===== src/rtl/hbd_pkg.sv =====
/*
 * hbd_pkg: constants, types and carriers for the three half-bridge decoder
 * and current limiter.
 * assumes a single 50 MHz system clock; analog comparisons arrive as digital flags.
 */
`default_nettype none

package hbd_pkg;
    // ------------------------------------------------------------
    // sizes and timing
    // ------------------------------------------------------------
    localparam int HBD_PHASES = 3;                  // number of half bridges
    localparam int HBD_CLK_HZ = 50000000;           // system clock rate
    localparam int HBD_CHOP_SLOW_HZ = 20000;        // full-duty pulse rate, low setting
    localparam int HBD_CHOP_FAST_HZ = 40000;        // full-duty pulse rate, high setting
    // longest period rounds down; both stay well under 4096 cycles
    localparam int HBD_CHOP_SLOW_CYC = HBD_CLK_HZ / HBD_CHOP_SLOW_HZ;
    localparam int HBD_CHOP_FAST_CYC = HBD_CLK_HZ / HBD_CHOP_FAST_HZ;
    localparam int HBD_CNT_W = 12;                  // width of the chopping counter
    localparam logic [HBD_CNT_W-1:0] HBD_CNT_ZERO = 12'h000;
    localparam logic [HBD_CNT_W-1:0] HBD_CNT_ONE = 12'h001;
    localparam logic [HBD_CNT_W-1:0] HBD_SLOW_LAST = 12'(HBD_CHOP_SLOW_CYC - 1);
    localparam logic [HBD_CNT_W-1:0] HBD_FAST_LAST = 12'(HBD_CHOP_FAST_CYC - 1);
    localparam logic [2:0] HBD_SYNC_ZERO = 3'h0;    // reset value of a synchroniser

    // ------------------------------------------------------------
    // carriers
    // ------------------------------------------------------------
    typedef logic [HBD_PHASES-1:0] hbd_phase_t;     // one bit per phase

    typedef struct packed {
        hbd_phase_t pwm;     // phase_pwm_in per phase
        hbd_phase_t enable;  // phase_enable_in per phase
        hbd_phase_t over;    // current above current_limit_ref, per phase
    } hbd_in_s;

    typedef struct packed {
        hbd_phase_t level;   // phase_output level while driven
        hbd_phase_t oe;      // phase_output drive enable, 0 is high impedance
    } hbd_out_s;
endpackage

`default_nettype wire


===== src/rtl/hbd_sync.sv =====
/*
 * hbd_sync: three-stage synchroniser with agreement filter for one pin.
 * assumes an asynchronous pin; output changes once stages two and three agree.
 */
`default_nettype none

module hbd_sync (
    // clock and reset
    input wire logic sys_clk,
    input wire logic rstn,
    // pin and clean level
    input wire logic pin,
    output logic level
);
    // ------------------------------------------------------------
    // state
    // ------------------------------------------------------------
    typedef struct packed {
        logic [2:0] stage; // stage 0 is read only by stage 1
        logic level;       // filtered level
    } hbd_sync_s;

    hbd_sync_s st_reg;
    hbd_sync_s st_next;

    // next state: shift, update level when the two late stages agree
    always_comb begin
        st_next = st_reg;
        st_next.stage = {st_reg.stage[1:0], pin};
        if (st_reg.stage[1] == st_reg.stage[2]) begin
            st_next.level = st_reg.stage[2];
        end
    end

    // registers
    always_ff @(posedge sys_clk or negedge rstn) begin
        if (!rstn) begin
            st_reg <= '{stage: hbd_pkg::HBD_SYNC_ZERO, level: 1'b0};
        end else begin
            st_reg <= st_next;
        end
    end

    assign level = st_reg.level;
endmodule

`default_nettype wire


===== src/rtl/hbd_top.sv =====
/*
 * hbd_top: per-phase enable-plus-pwm decoder for three half bridges with
 * cycle-by-cycle current limiting and an internal full-duty chopping pulse.
 * assumes the comparator outputs (current above limit, reference at mid rail)
 * arrive as asynchronous digital levels; the analog front end lives elsewhere.
 */
// Behaviour
// - enable low floats; else output follows pwm
// - both pwm low, both enabled: low-side brake
// - limit applies only in current-limit mode
// - reference at mid rail disables the limit
// - full duty gets internal chopping restart pulse
// - chopping rate selects 20kHz or 40kHz
`default_nettype none

module hbd_top (
    // clock and reset
    input wire logic sys_clk,
    input wire logic rstn,
    // pins from the microcontroller, asynchronous
    input wire logic [2:0] phase_pwm_in,
    input wire logic [2:0] phase_enable_in,
    // configuration straps, asynchronous
    input wire logic current_limit_mode,
    input wire logic chop_rate_fast,
    // comparator flags, asynchronous
    input wire logic [2:0] phase_over_limit,
    input wire logic limit_ref_mid_rail,
    // phase outputs: level and drive enable
    output logic [2:0] phase_output,
    output logic [2:0] phase_output_oe,
    // cut status per phase
    output logic [2:0] phase_limit_active
);
    // ------------------------------------------------------------
    // input synchronisers
    // ------------------------------------------------------------
    localparam int NSYNC = 3 * hbd_pkg::HBD_PHASES + 3;
    logic [NSYNC-1:0] raw_pins;
    logic [NSYNC-1:0] clean;
    hbd_pkg::hbd_in_s pin_s;
    logic mode_cl;
    logic fast_sel;
    logic ref_mid;

    // bit order must match the carrier: pwm in its top field, overcurrent in its bottom one
    // straps and the mid-rail flag ride above the carrier bits
    assign raw_pins = {limit_ref_mid_rail, chop_rate_fast, current_limit_mode,
                       phase_pwm_in, phase_enable_in, phase_over_limit};

    // one synchroniser per pin
    genvar gi;
    generate
        for (gi = 0; gi < NSYNC; gi++) begin : g_sync
            hbd_sync u_sync (
                .sys_clk(sys_clk),
                .rstn(rstn),
                .pin(raw_pins[gi]),
                .level(clean[gi])
            );
        end
    endgenerate

    assign pin_s = hbd_pkg::hbd_in_s'(clean[3*hbd_pkg::HBD_PHASES-1:0]);
    assign mode_cl = clean[3*hbd_pkg::HBD_PHASES];
    assign fast_sel = clean[3*hbd_pkg::HBD_PHASES+1];
    assign ref_mid = clean[3*hbd_pkg::HBD_PHASES+2];

    // ------------------------------------------------------------
    // state
    // ------------------------------------------------------------
    typedef struct packed {
        logic [hbd_pkg::HBD_CNT_W-1:0] chop_cnt; // full-duty period counter
        logic chop_pulse;                        // one-cycle restart pulse
        hbd_pkg::hbd_phase_t pwm_d;              // previous pwm, for rising edges
        hbd_pkg::hbd_phase_t cut;                // drive cut by overcurrent
        hbd_pkg::hbd_out_s drv;                  // registered outputs
        logic [hbd_pkg::HBD_CNT_W-1:0] fast_gap; // cycles since a pulse at the fast rate, checks only
        logic [hbd_pkg::HBD_CNT_W-1:0] slow_gap; // cycles since a pulse at the slow rate, checks only
    } hbd_state_s;

    hbd_state_s st_reg;
    hbd_state_s st_next;
    logic limit_on;
    hbd_pkg::hbd_phase_t restart;
    logic [hbd_pkg::HBD_CNT_W-1:0] chop_last;

    // limiting is live only in current-limit mode and with a real reference
    assign limit_on = mode_cl && !ref_mid;
    // period end follows the selected rate
    assign chop_last = fast_sel ? hbd_pkg::HBD_FAST_LAST : hbd_pkg::HBD_SLOW_LAST;

    // ------------------------------------------------------------
    // next-state logic
    // ------------------------------------------------------------
    always_comb begin
        st_next = st_reg;
        st_next.pwm_d = pin_s.pwm;
        // counter free-runs so a pwm held high still gets restarts
        st_next.chop_pulse = 1'b0;
        if (st_reg.chop_cnt >= chop_last) begin
            st_next.chop_cnt = hbd_pkg::HBD_CNT_ZERO;
            st_next.chop_pulse = 1'b1;
        end else begin
            st_next.chop_cnt = st_reg.chop_cnt + hbd_pkg::HBD_CNT_ONE;
        end
        // watchdog counts for the rate assertions; a pulse or the other rate clears them
        // clearing on the pulse itself keeps a full period at the last count exactly
        if (st_next.chop_pulse || !fast_sel) begin
            st_next.fast_gap = hbd_pkg::HBD_CNT_ZERO;
        end else begin
            st_next.fast_gap = st_reg.fast_gap + hbd_pkg::HBD_CNT_ONE;
        end
        // the slow count mirrors the fast one with the rate test inverted
        if (st_next.chop_pulse || fast_sel) begin
            st_next.slow_gap = hbd_pkg::HBD_CNT_ZERO;
        end else begin
            st_next.slow_gap = st_reg.slow_gap + hbd_pkg::HBD_CNT_ONE;
        end
        // a new period starts on a pwm rising edge or the chopping pulse
        restart = (pin_s.pwm & ~st_reg.pwm_d) | {hbd_pkg::HBD_PHASES{st_reg.chop_pulse}};
        for (int p = 0; p < hbd_pkg::HBD_PHASES; p++) begin
            // overcurrent wins over a restart in the same cycle
            if (!limit_on) begin
                st_next.cut[p] = 1'b0;
            end else if (pin_s.over[p] && pin_s.enable[p] && pin_s.pwm[p]) begin
                st_next.cut[p] = 1'b1;
            end else if (restart[p]) begin
                st_next.cut[p] = 1'b0;
            end
            // decode: float when disabled, else follow pwm; a cut drives low
            st_next.drv.oe[p] = pin_s.enable[p];
            // pwm low with enable gives low on both legs of a bridge: brake
            st_next.drv.level[p] = pin_s.enable[p] && pin_s.pwm[p] && !st_next.cut[p];
        end
    end

    // ------------------------------------------------------------
    // registers
    // ------------------------------------------------------------
    always_ff @(posedge sys_clk or negedge rstn) begin
        if (!rstn) begin
            st_reg <= '0;
        end else begin
            st_reg <= st_next;
        end
    end

    assign phase_output = st_reg.drv.level;
    assign phase_output_oe = st_reg.drv.oe;
    assign phase_limit_active = st_reg.cut;
endmodule

`default_nettype wire


===== config.mk =====
export PLATFORM = sky130hd
export DESIGN_NAME = hbd_top
export DESIGN_NICKNAME = d
export VERILOG_FILES = /design/src/rtl/hbd_pkg.sv /design/src/rtl/hbd_sync.sv /design/src/rtl/hbd_top.sv
export SDC_FILE = /design/constraint.sdc
export NUM_CORES = 1
export LEC_CHECK = 0
export BUFFER_PORTS_ARGS = -buffer_cell sky130_fd_sc_hd__buf_2
export CAP_MARGIN = 10
export CORE_UTILIZATION = 61
export CTS_CLUSTER_SIZE = 28
export DETAILED_ROUTE_END_ITERATION = 8
export PLACE_DENSITY = 0.9
export SYNTH_ARGS = -nofsm -noshare
export SYNTH_HDL_FRONTEND = slang
export SYNTH_SLANG_ARGS = --single-unit
export TNS_END_PERCENT = 100

===== constraint.sdc =====
create_clock -name sys_clk -period 4.32 [get_ports sys_clk]
set_input_delay 0 -clock sys_clk [delete_from_list [all_inputs] [get_ports sys_clk]]
set_output_delay 0 -clock sys_clk [all_outputs]
set_load 0.02 [all_outputs]

==> results of run 1 <==
critical path, stage by stage, from the launching register on:
cell	delay [ns]
dfrtp_1	0.44
inv_1	0.09
ha_1	0.32
a31oi_1	0.17
a2111oi_1	0.10
or3_4	0.46
nor2_1	0.15
cells in the mapped netlist (3+ instances only):
cell type,number,area (sq um)
a21oi_1,4,20.0
nand2b_1,4,25.0
nand4_1,4,25.0
inv_1,4,15.0
xor2_1,9,78.8
buf_4,9,67.6
dfrtp_1,73,1830
maj3_1,12,120
ha_1,6,75.1
nand2_1,5,18.8
nand3b_1,3,22.5
nor2_1,15,56.3
nand3_1,7,35.0
where the power goes:
part           switching, mW  internal [mW]
sequential            0.0225          0.721
clock                  0.261          0.343
combinational         0.0396         0.0321
metal layers:
layer	global-route usage (%)	wire length [microns]
met5	0	0
met2	40.3	2300
met3	10.2	134
met4	8.97	86
met1	29.3	1760
worst max path at each step:
stage	from	to	slack (ns)	depth (start not counted)
2_1_floorplan	g_sync[10].u_sync.level	st_reg[41]	2.62	7
3_3_place_gp	g_sync[10].u_sync.level	st_reg[46]	2.63	6
3_5_place_dp	g_sync[10].u_sync.level	st_reg[47]	2.53	6
4_1_cts	g_sync[10].u_sync.level	st_reg[43]	2.50	6
5_1_grt	g_sync[10].u_sync.level	st_reg[43]	2.35	6
6_report	g_sync[10].u_sync.level	st_reg[43]	2.51	6
cells by family (layout without fill, tap and decap cells):
family	Yosys count	in the layout	synth area share, %
and+or+nand+nor	43	43	9.04
xor gates and xnor gates	10	10	3.52
adders and majority gates	18	18	7.84
buffers and inverters	15	56	3.92
DFF	73	73	73.4
AOI/OAI and AO/OA	8	8	2.31
cell type report:
class                   instances  share of cell area (%)
flip-flops and latches         73                    62.1
multi-input cells              79                    19.2
repair buffers                 36                    8.42
clock buffers                  10                    4.68
clock inverters                 6                    3.06
well taps                      48                    2.04
inverters                       4                   0.510
metrics by stage:
step | instance area (sq um) | setup WS (ns) | power [mW] | hold slack (ns) | instances
after floorplan | 2490 | 2.62 | 0.790 | -0.296 | 167
after global placement | 2580 | 2.63 | 0.811 | 0.108 | 227
after detailed placement | 2580 | 2.53 | 0.818 | 0.109 | 227
after CTS | 2940 | 2.50 | 1.42 | 0.282 | 256
after global routing | 2940 | 2.35 | 1.47 | 0.274 | 256
final | 2940 | 2.51 | 1.42 | 0.292 | 256
cell usage in the layout (no fill, tap or decap), types with 2 or more instances in the layout:
cell | netlist | layout
dfrtp_1 | 73 | 73
buf_2 | 0 | 22
nor2_1 | 15 | 15
dlygate4sd3_1 | 0 | 13
maj3_1 | 12 | 12
clkbuf_8 | 0 | 10
xor2_1 | 9 | 9
nand3_1 | 7 | 7
ha_1 | 6 | 6
nand2_1 | 5 | 5
inv_1 | 4 | 4
nand4_1 | 4 | 4
a21oi_1 | 4 | 4
nand2b_1 | 4 | 4
nand3b_1 | 3 | 3
bufinv_16 | 0 | 2
==> flow_summary.yaml, run 1 <==
layout:
  num-fill-cells: 213
  post-route-util_pct: 77.5
  multi_input_area_sq_um: 566
  area_delta_synth_final_pct: 18.2
  largest_reg_flops: 24
  num_antenna_cells: 0
  regArea_sq_mm: 0.00183
  finalNetCount: 223
  drive_gt1_share_pct: 20.2
yosys:
  yosys_register_bits: 73
  syn_area_per_cell_sq_um: 14.9
  async_flop_share_pct: 100
  synth_edf_count: 0
  synth_ff_type: "dfrtp_1"
  yosysWarnings: 0
  synthCells: 167
  yosysUniqueCellTypes: 25
  seq_area_frac_synth_pct: 73.4
  netlist_area_sq_mm: 0.00249
  syn_nets: 187
clock_tree:
  cts_buffers: 9
  cts_tree: "done"
  cts.repair.resized: 0
  clk_path_buf_depth: 2
  clk_pin_slew_ns: 0.08
  holdBufCountCts: 13
  ctsRootBufferMaster: "clkbuf_8"
  clock_latency_ns: 0.34
  clock-sinks: 73
  htree_levels: 3
  cts_setup_buffers: 0
route:
  drc: 0
  drt-total-wl_microns: 4280
  first_pass_iters: 4
  postRouteAntennaNets: 0
  drtIter0Drc: 99
  vias_per_cell: 5.24
  wl_per_cell_microns: 16.7
  vias: 1342
global_route:
  grt_use_total_pct: 24.7
  grt_pass1_vias: 1482
  grt_overflow_total: 0
  grt_pass1_wl_microns: 7260
  antenna_found_initial: 0
  grt_max_degree: 74
hold_path:
  worstHoldPathType: "in -> reg"
  min_to: "g_sync[1].u_sync.st_next[2]"
  hold_start: "phase_over_limit[1]"
  hold_depth: 2
power:
  total_leakage_power_nw: 1.37
  power.density_mw_per_mm2: 482
  ir_drop_mv: 0.520
worst_setup_path:
  cp.required_ns: 4.59
  r2r_start: "g_sync[10].u_sync.level"
  r2r_end: "st_reg[43]"
  reg2reg_depth: 6
  startpoint_type: "register"
  r2r_setup_slack_ns: 2.51
  crit_arrival_ns: 2.08
  endpoint_kind: "register"
  critPathMaxFanout: 13
  critPathKind: "reg -> reg"
die:
  die_area_sq_mm: 0.00434
  row_count: 22
  start_util_pct: 65.5
  die_w_microns: 65.9
  die_h_microns: 65.9
  io_pins: 23
  coreArea_sq_mm: 0.00380
flow_run:
  drv_cap: 0
timing:
  tns_ns: 0
  finalSetupViolCount: 0
  rsz0062_at_grt: "false"
  worstMarginPinSlew_ns: 0.861
  finalHoldViolations: 0
  maxSlewHeadroom_pct: 42.6
  fmax_mhz: 552
  post-route-period-util_pct: 41.9
  fin_crit_ns: 1.81
  drv_slew: 0
  fin_worst_skew_ns: 0.00723
status:
  status: "complete, no violations"
placed_design:
  dp_hpwl_microns: 2440
  gp_congestion: 0.793
  port_buffers: 22
Note: power is estimated with default switching activity, not from simulation.
==> inputs of run 2 (changes only) <==
--- a/config.mk
+++ b/config.mk
@@ -5,12 +5,13 @@
 export SDC_FILE = /design/constraint.sdc
 export NUM_CORES = 1
 export LEC_CHECK = 0
+export ABC_AREA = 1
 export BUFFER_PORTS_ARGS = -buffer_cell sky130_fd_sc_hd__buf_2
 export CAP_MARGIN = 10
-export CORE_UTILIZATION = 61
+export CORE_UTILIZATION = 57
 export CTS_CLUSTER_SIZE = 28
 export DETAILED_ROUTE_END_ITERATION = 8
-export PLACE_DENSITY = 0.9
+export PLACE_DENSITY = 0.85
 export SYNTH_ARGS = -nofsm -noshare
 export SYNTH_HDL_FRONTEND = slang
 export SYNTH_SLANG_ARGS = --single-unit
==> constraint.sdc (replaced) <==
create_clock -name sys_clk -period 1.7 [get_ports sys_clk]
set_input_delay 0 -clock sys_clk [delete_from_list [all_inputs] [get_ports sys_clk]]
set_output_delay 0 -clock sys_clk [all_outputs]
set_load 0.02 [all_outputs]
==> run 2 against run 1 <==
Against the previous run:
- hold slack got worse by 0.092 ns
- via count is 13% higher
- area after synthesis grew 4.0%
- clock skew is 0.0011 ns lower
- cell area increased by 3.9%
- critical endpoint unchanged
==> flow_summary.yaml, run 2 <==
yosys:
  synthDominantCellAreaShare_pct: 70.6
  seq_area_frac_synth_pct: 70.6
  yosysWarnings: 0
  netlist_area_sq_mm: 0.00259
  syn_area_per_cell_sq_um: 12.2
  yosys_register_bits: 73
  yosysUniqueCellTypes: 18
  synth_ff_type: "dfrtp_1"
  yosysMostFrequentCell: "dfrtp_1"
  synthCells: 213
  async_flop_share_pct: 100
  synth_edf_count: 0
  synth_commonest_cells: "dfrtp_1, nand2_1, nor2_1"
  ys_top_cells_by_area: "dfrtp_1, nand2_1, maj3_1, nor2_1, nand3_1"
  yosys.area.top_type: "dfrtp_1"
  syn_nets: 233
global_route:
  grt_pass1_wl_microns: 7380
  antenna_found_initial: 0
  grt_overflow_total: 0
  grt_max_degree: 31
  grt_use_total_pct: 20.4
  grt_pass1_vias: 1618
placed_design:
  dp_hpwl_microns: 2560
  gp_congestion: 0.865
  port_buffers: 22
  place_inst: 279
clock_tree:
  clock-sinks: 73
  clk_pin_slew_ns: 0.07
  clock_latency_ns: 0.33
  ctsRootBufferMaster: "clkbuf_8"
  htree_levels: 3
  cts_tree: "done"
  cts_buffers: 9
  clk_path_buf_depth: 2
  cts_setup_buffers: 0
status:
  status: "complete, no violations"
layout:
  area_delta_synth_final_pct: 18.1
  layout_commonest_cell: "dfrtp_1"
  final_cells: 308
  num_antenna_cells: 0
  num-fill-cells: 313
  drive_gt1_share_pct: 17.6
  largest_reg_flops: 24
  final_cell_mix: "dfrtp_1, nand2_1, nor2_1"
  finalNetCount: 271
  post-route-util_pct: 70.2
timing:
  fin_crit_ns: 1.51
  maxSlewHeadroom_pct: 60.0
  finalHoldViolations: 0
  holdWs_ns: 0.200
  fmax_mhz: 660
  tns_ns: 0
  finalSetupViolCount: 0
  fin_worst_skew_ns: 0.00613
  post-route-period-util_pct: 89.1
  rsz0062_at_grt: "false"
  drv_slew: 0
  worstMarginPinSlew_ns: 0.600
route:
  first_pass_iters: 4
  wl_per_cell_microns: 13.2
  vias: 1514
  drt-total-wl_microns: 4060
  postRouteAntennaNets: 0
  drtIter0Drc: 72
  vias_per_cell: 4.92
  drc: 0
die:
  die_w_microns: 69.4
  io_pins: 23
  die_h_microns: 69.4
  die_area_sq_mm: 0.00481
  start_util_pct: 59.5
  coreArea_sq_mm: 0.00435
  row_count: 24
hold_path:
  worstHoldPathType: "in -> async"
flow_run:
  drv_cap: 0
worst_setup_path:
  r2r_setup_slack_ns: 0.19
  critPathKind: "reg -> reg"
  reg2reg_depth: 7
  critPathMaxFanout: 13
  startpoint_type: "register"
  cp.required_ns: 1.96
  endpoint_kind: "register"
  crit_arrival_ns: 1.77
power:
  total_leakage_power_nw: 1.48
  power.density_mw_per_mm2: 1080
  ir_drop_mv: 0.865
==> run 2: cells by family after synthesis <==
family | synth area share (%)
AND/OR/NAND/NOR | 13.8
flip-flops | 70.6
buffers and inverters | 5.80
adder cells (fa/ha/maj) | 7.54
AO/OA/AOI/OAI | 1.26
XOR/XNOR | 1.02
==> run 2: timing repair <==
| action | CTS | global route |
|---|---|---|
| hold endpoints to repair | 34 | 0 |
| endpoints found under the setup margin | 0 | 2 |
| hold buffers | 13 | 0 |
| gates resized for setup | 0 | 1 |
==> run 2: report_power, final <==
part / leakage [nW] / internal (mW) / switching, mW
registers: 0.878 / 1.83 / 0.0537
logic: 0.500 / 0.0886 / 0.104
clock network: 0.0984 / 0.646 / 0.588
==> run 2: layer usage <==
metal | global-route usage, % | vias up | share of wire [%]
met2 | 32.0 | 25 | 50
li1 | - | 741 | -
met3 | 6.69 | 7 | 3.7
met5 | 0 | - | 0
met4 | 8.16 | 0 | 1.3
met1 | 26.7 | 741 | 45
==> run 2: cell type report <==
class / count / area, sq um / area share (%)
Sequential cell: 73 / 1830 / 59.7
Multi-Input combinational cell: 110 / 619 / 20.3
Timing Repair Buffer: 37 / 280 / 9.17
Clock buffer: 12 / 165 / 5.40
Inverter: 20 / 75.1 / 2.45
Tap cell: 52 / 65.1 / 2.13
Clock inverter: 4 / 26.3 / 0.859
==> run 2: final timing paths <==
path / start / end
worst max-delay path: g_sync[10].u_sync.level / st_reg[43]
worst min-delay path: rstn / st_reg[35]
worst max register to register: g_sync[10].u_sync.level / st_reg[43]
worst min register to register: g_sync[6].u_sync.st_next[2] / g_sync[6].u_sync.st_next[3]
max in group asynchronous: rstn / g_sync[1].u_sync.st_next[3]
min in group sys_clk: phase_enable_in[2] / g_sync[5].u_sync.st_next[2]
==> run 2: stage by stage <==
stage / cell area (sq um) / total power [mW] / setup WS [ns]
floorplan: 2590 / 2.01 / 0.313
global placement: 2730 / 2.08 / 0.255
detailed placement: 2730 / 2.09 / 0.162
CTS: 3050 / 3.34 / 0.109
global route: 3060 / 3.45 / 0.0639
finish: 3060 / 3.31 / 0.185
==> run 2: critical path, cell delays in order, from the launching register on <==
cell	delay, ns
dfrtp_1	0.43
inv_1	0.09
ha_1	0.30
nand2_1	0.08
nor2_1	0.05
nor2_1	0.17
nand3_4	0.18
nor2_1	0.15
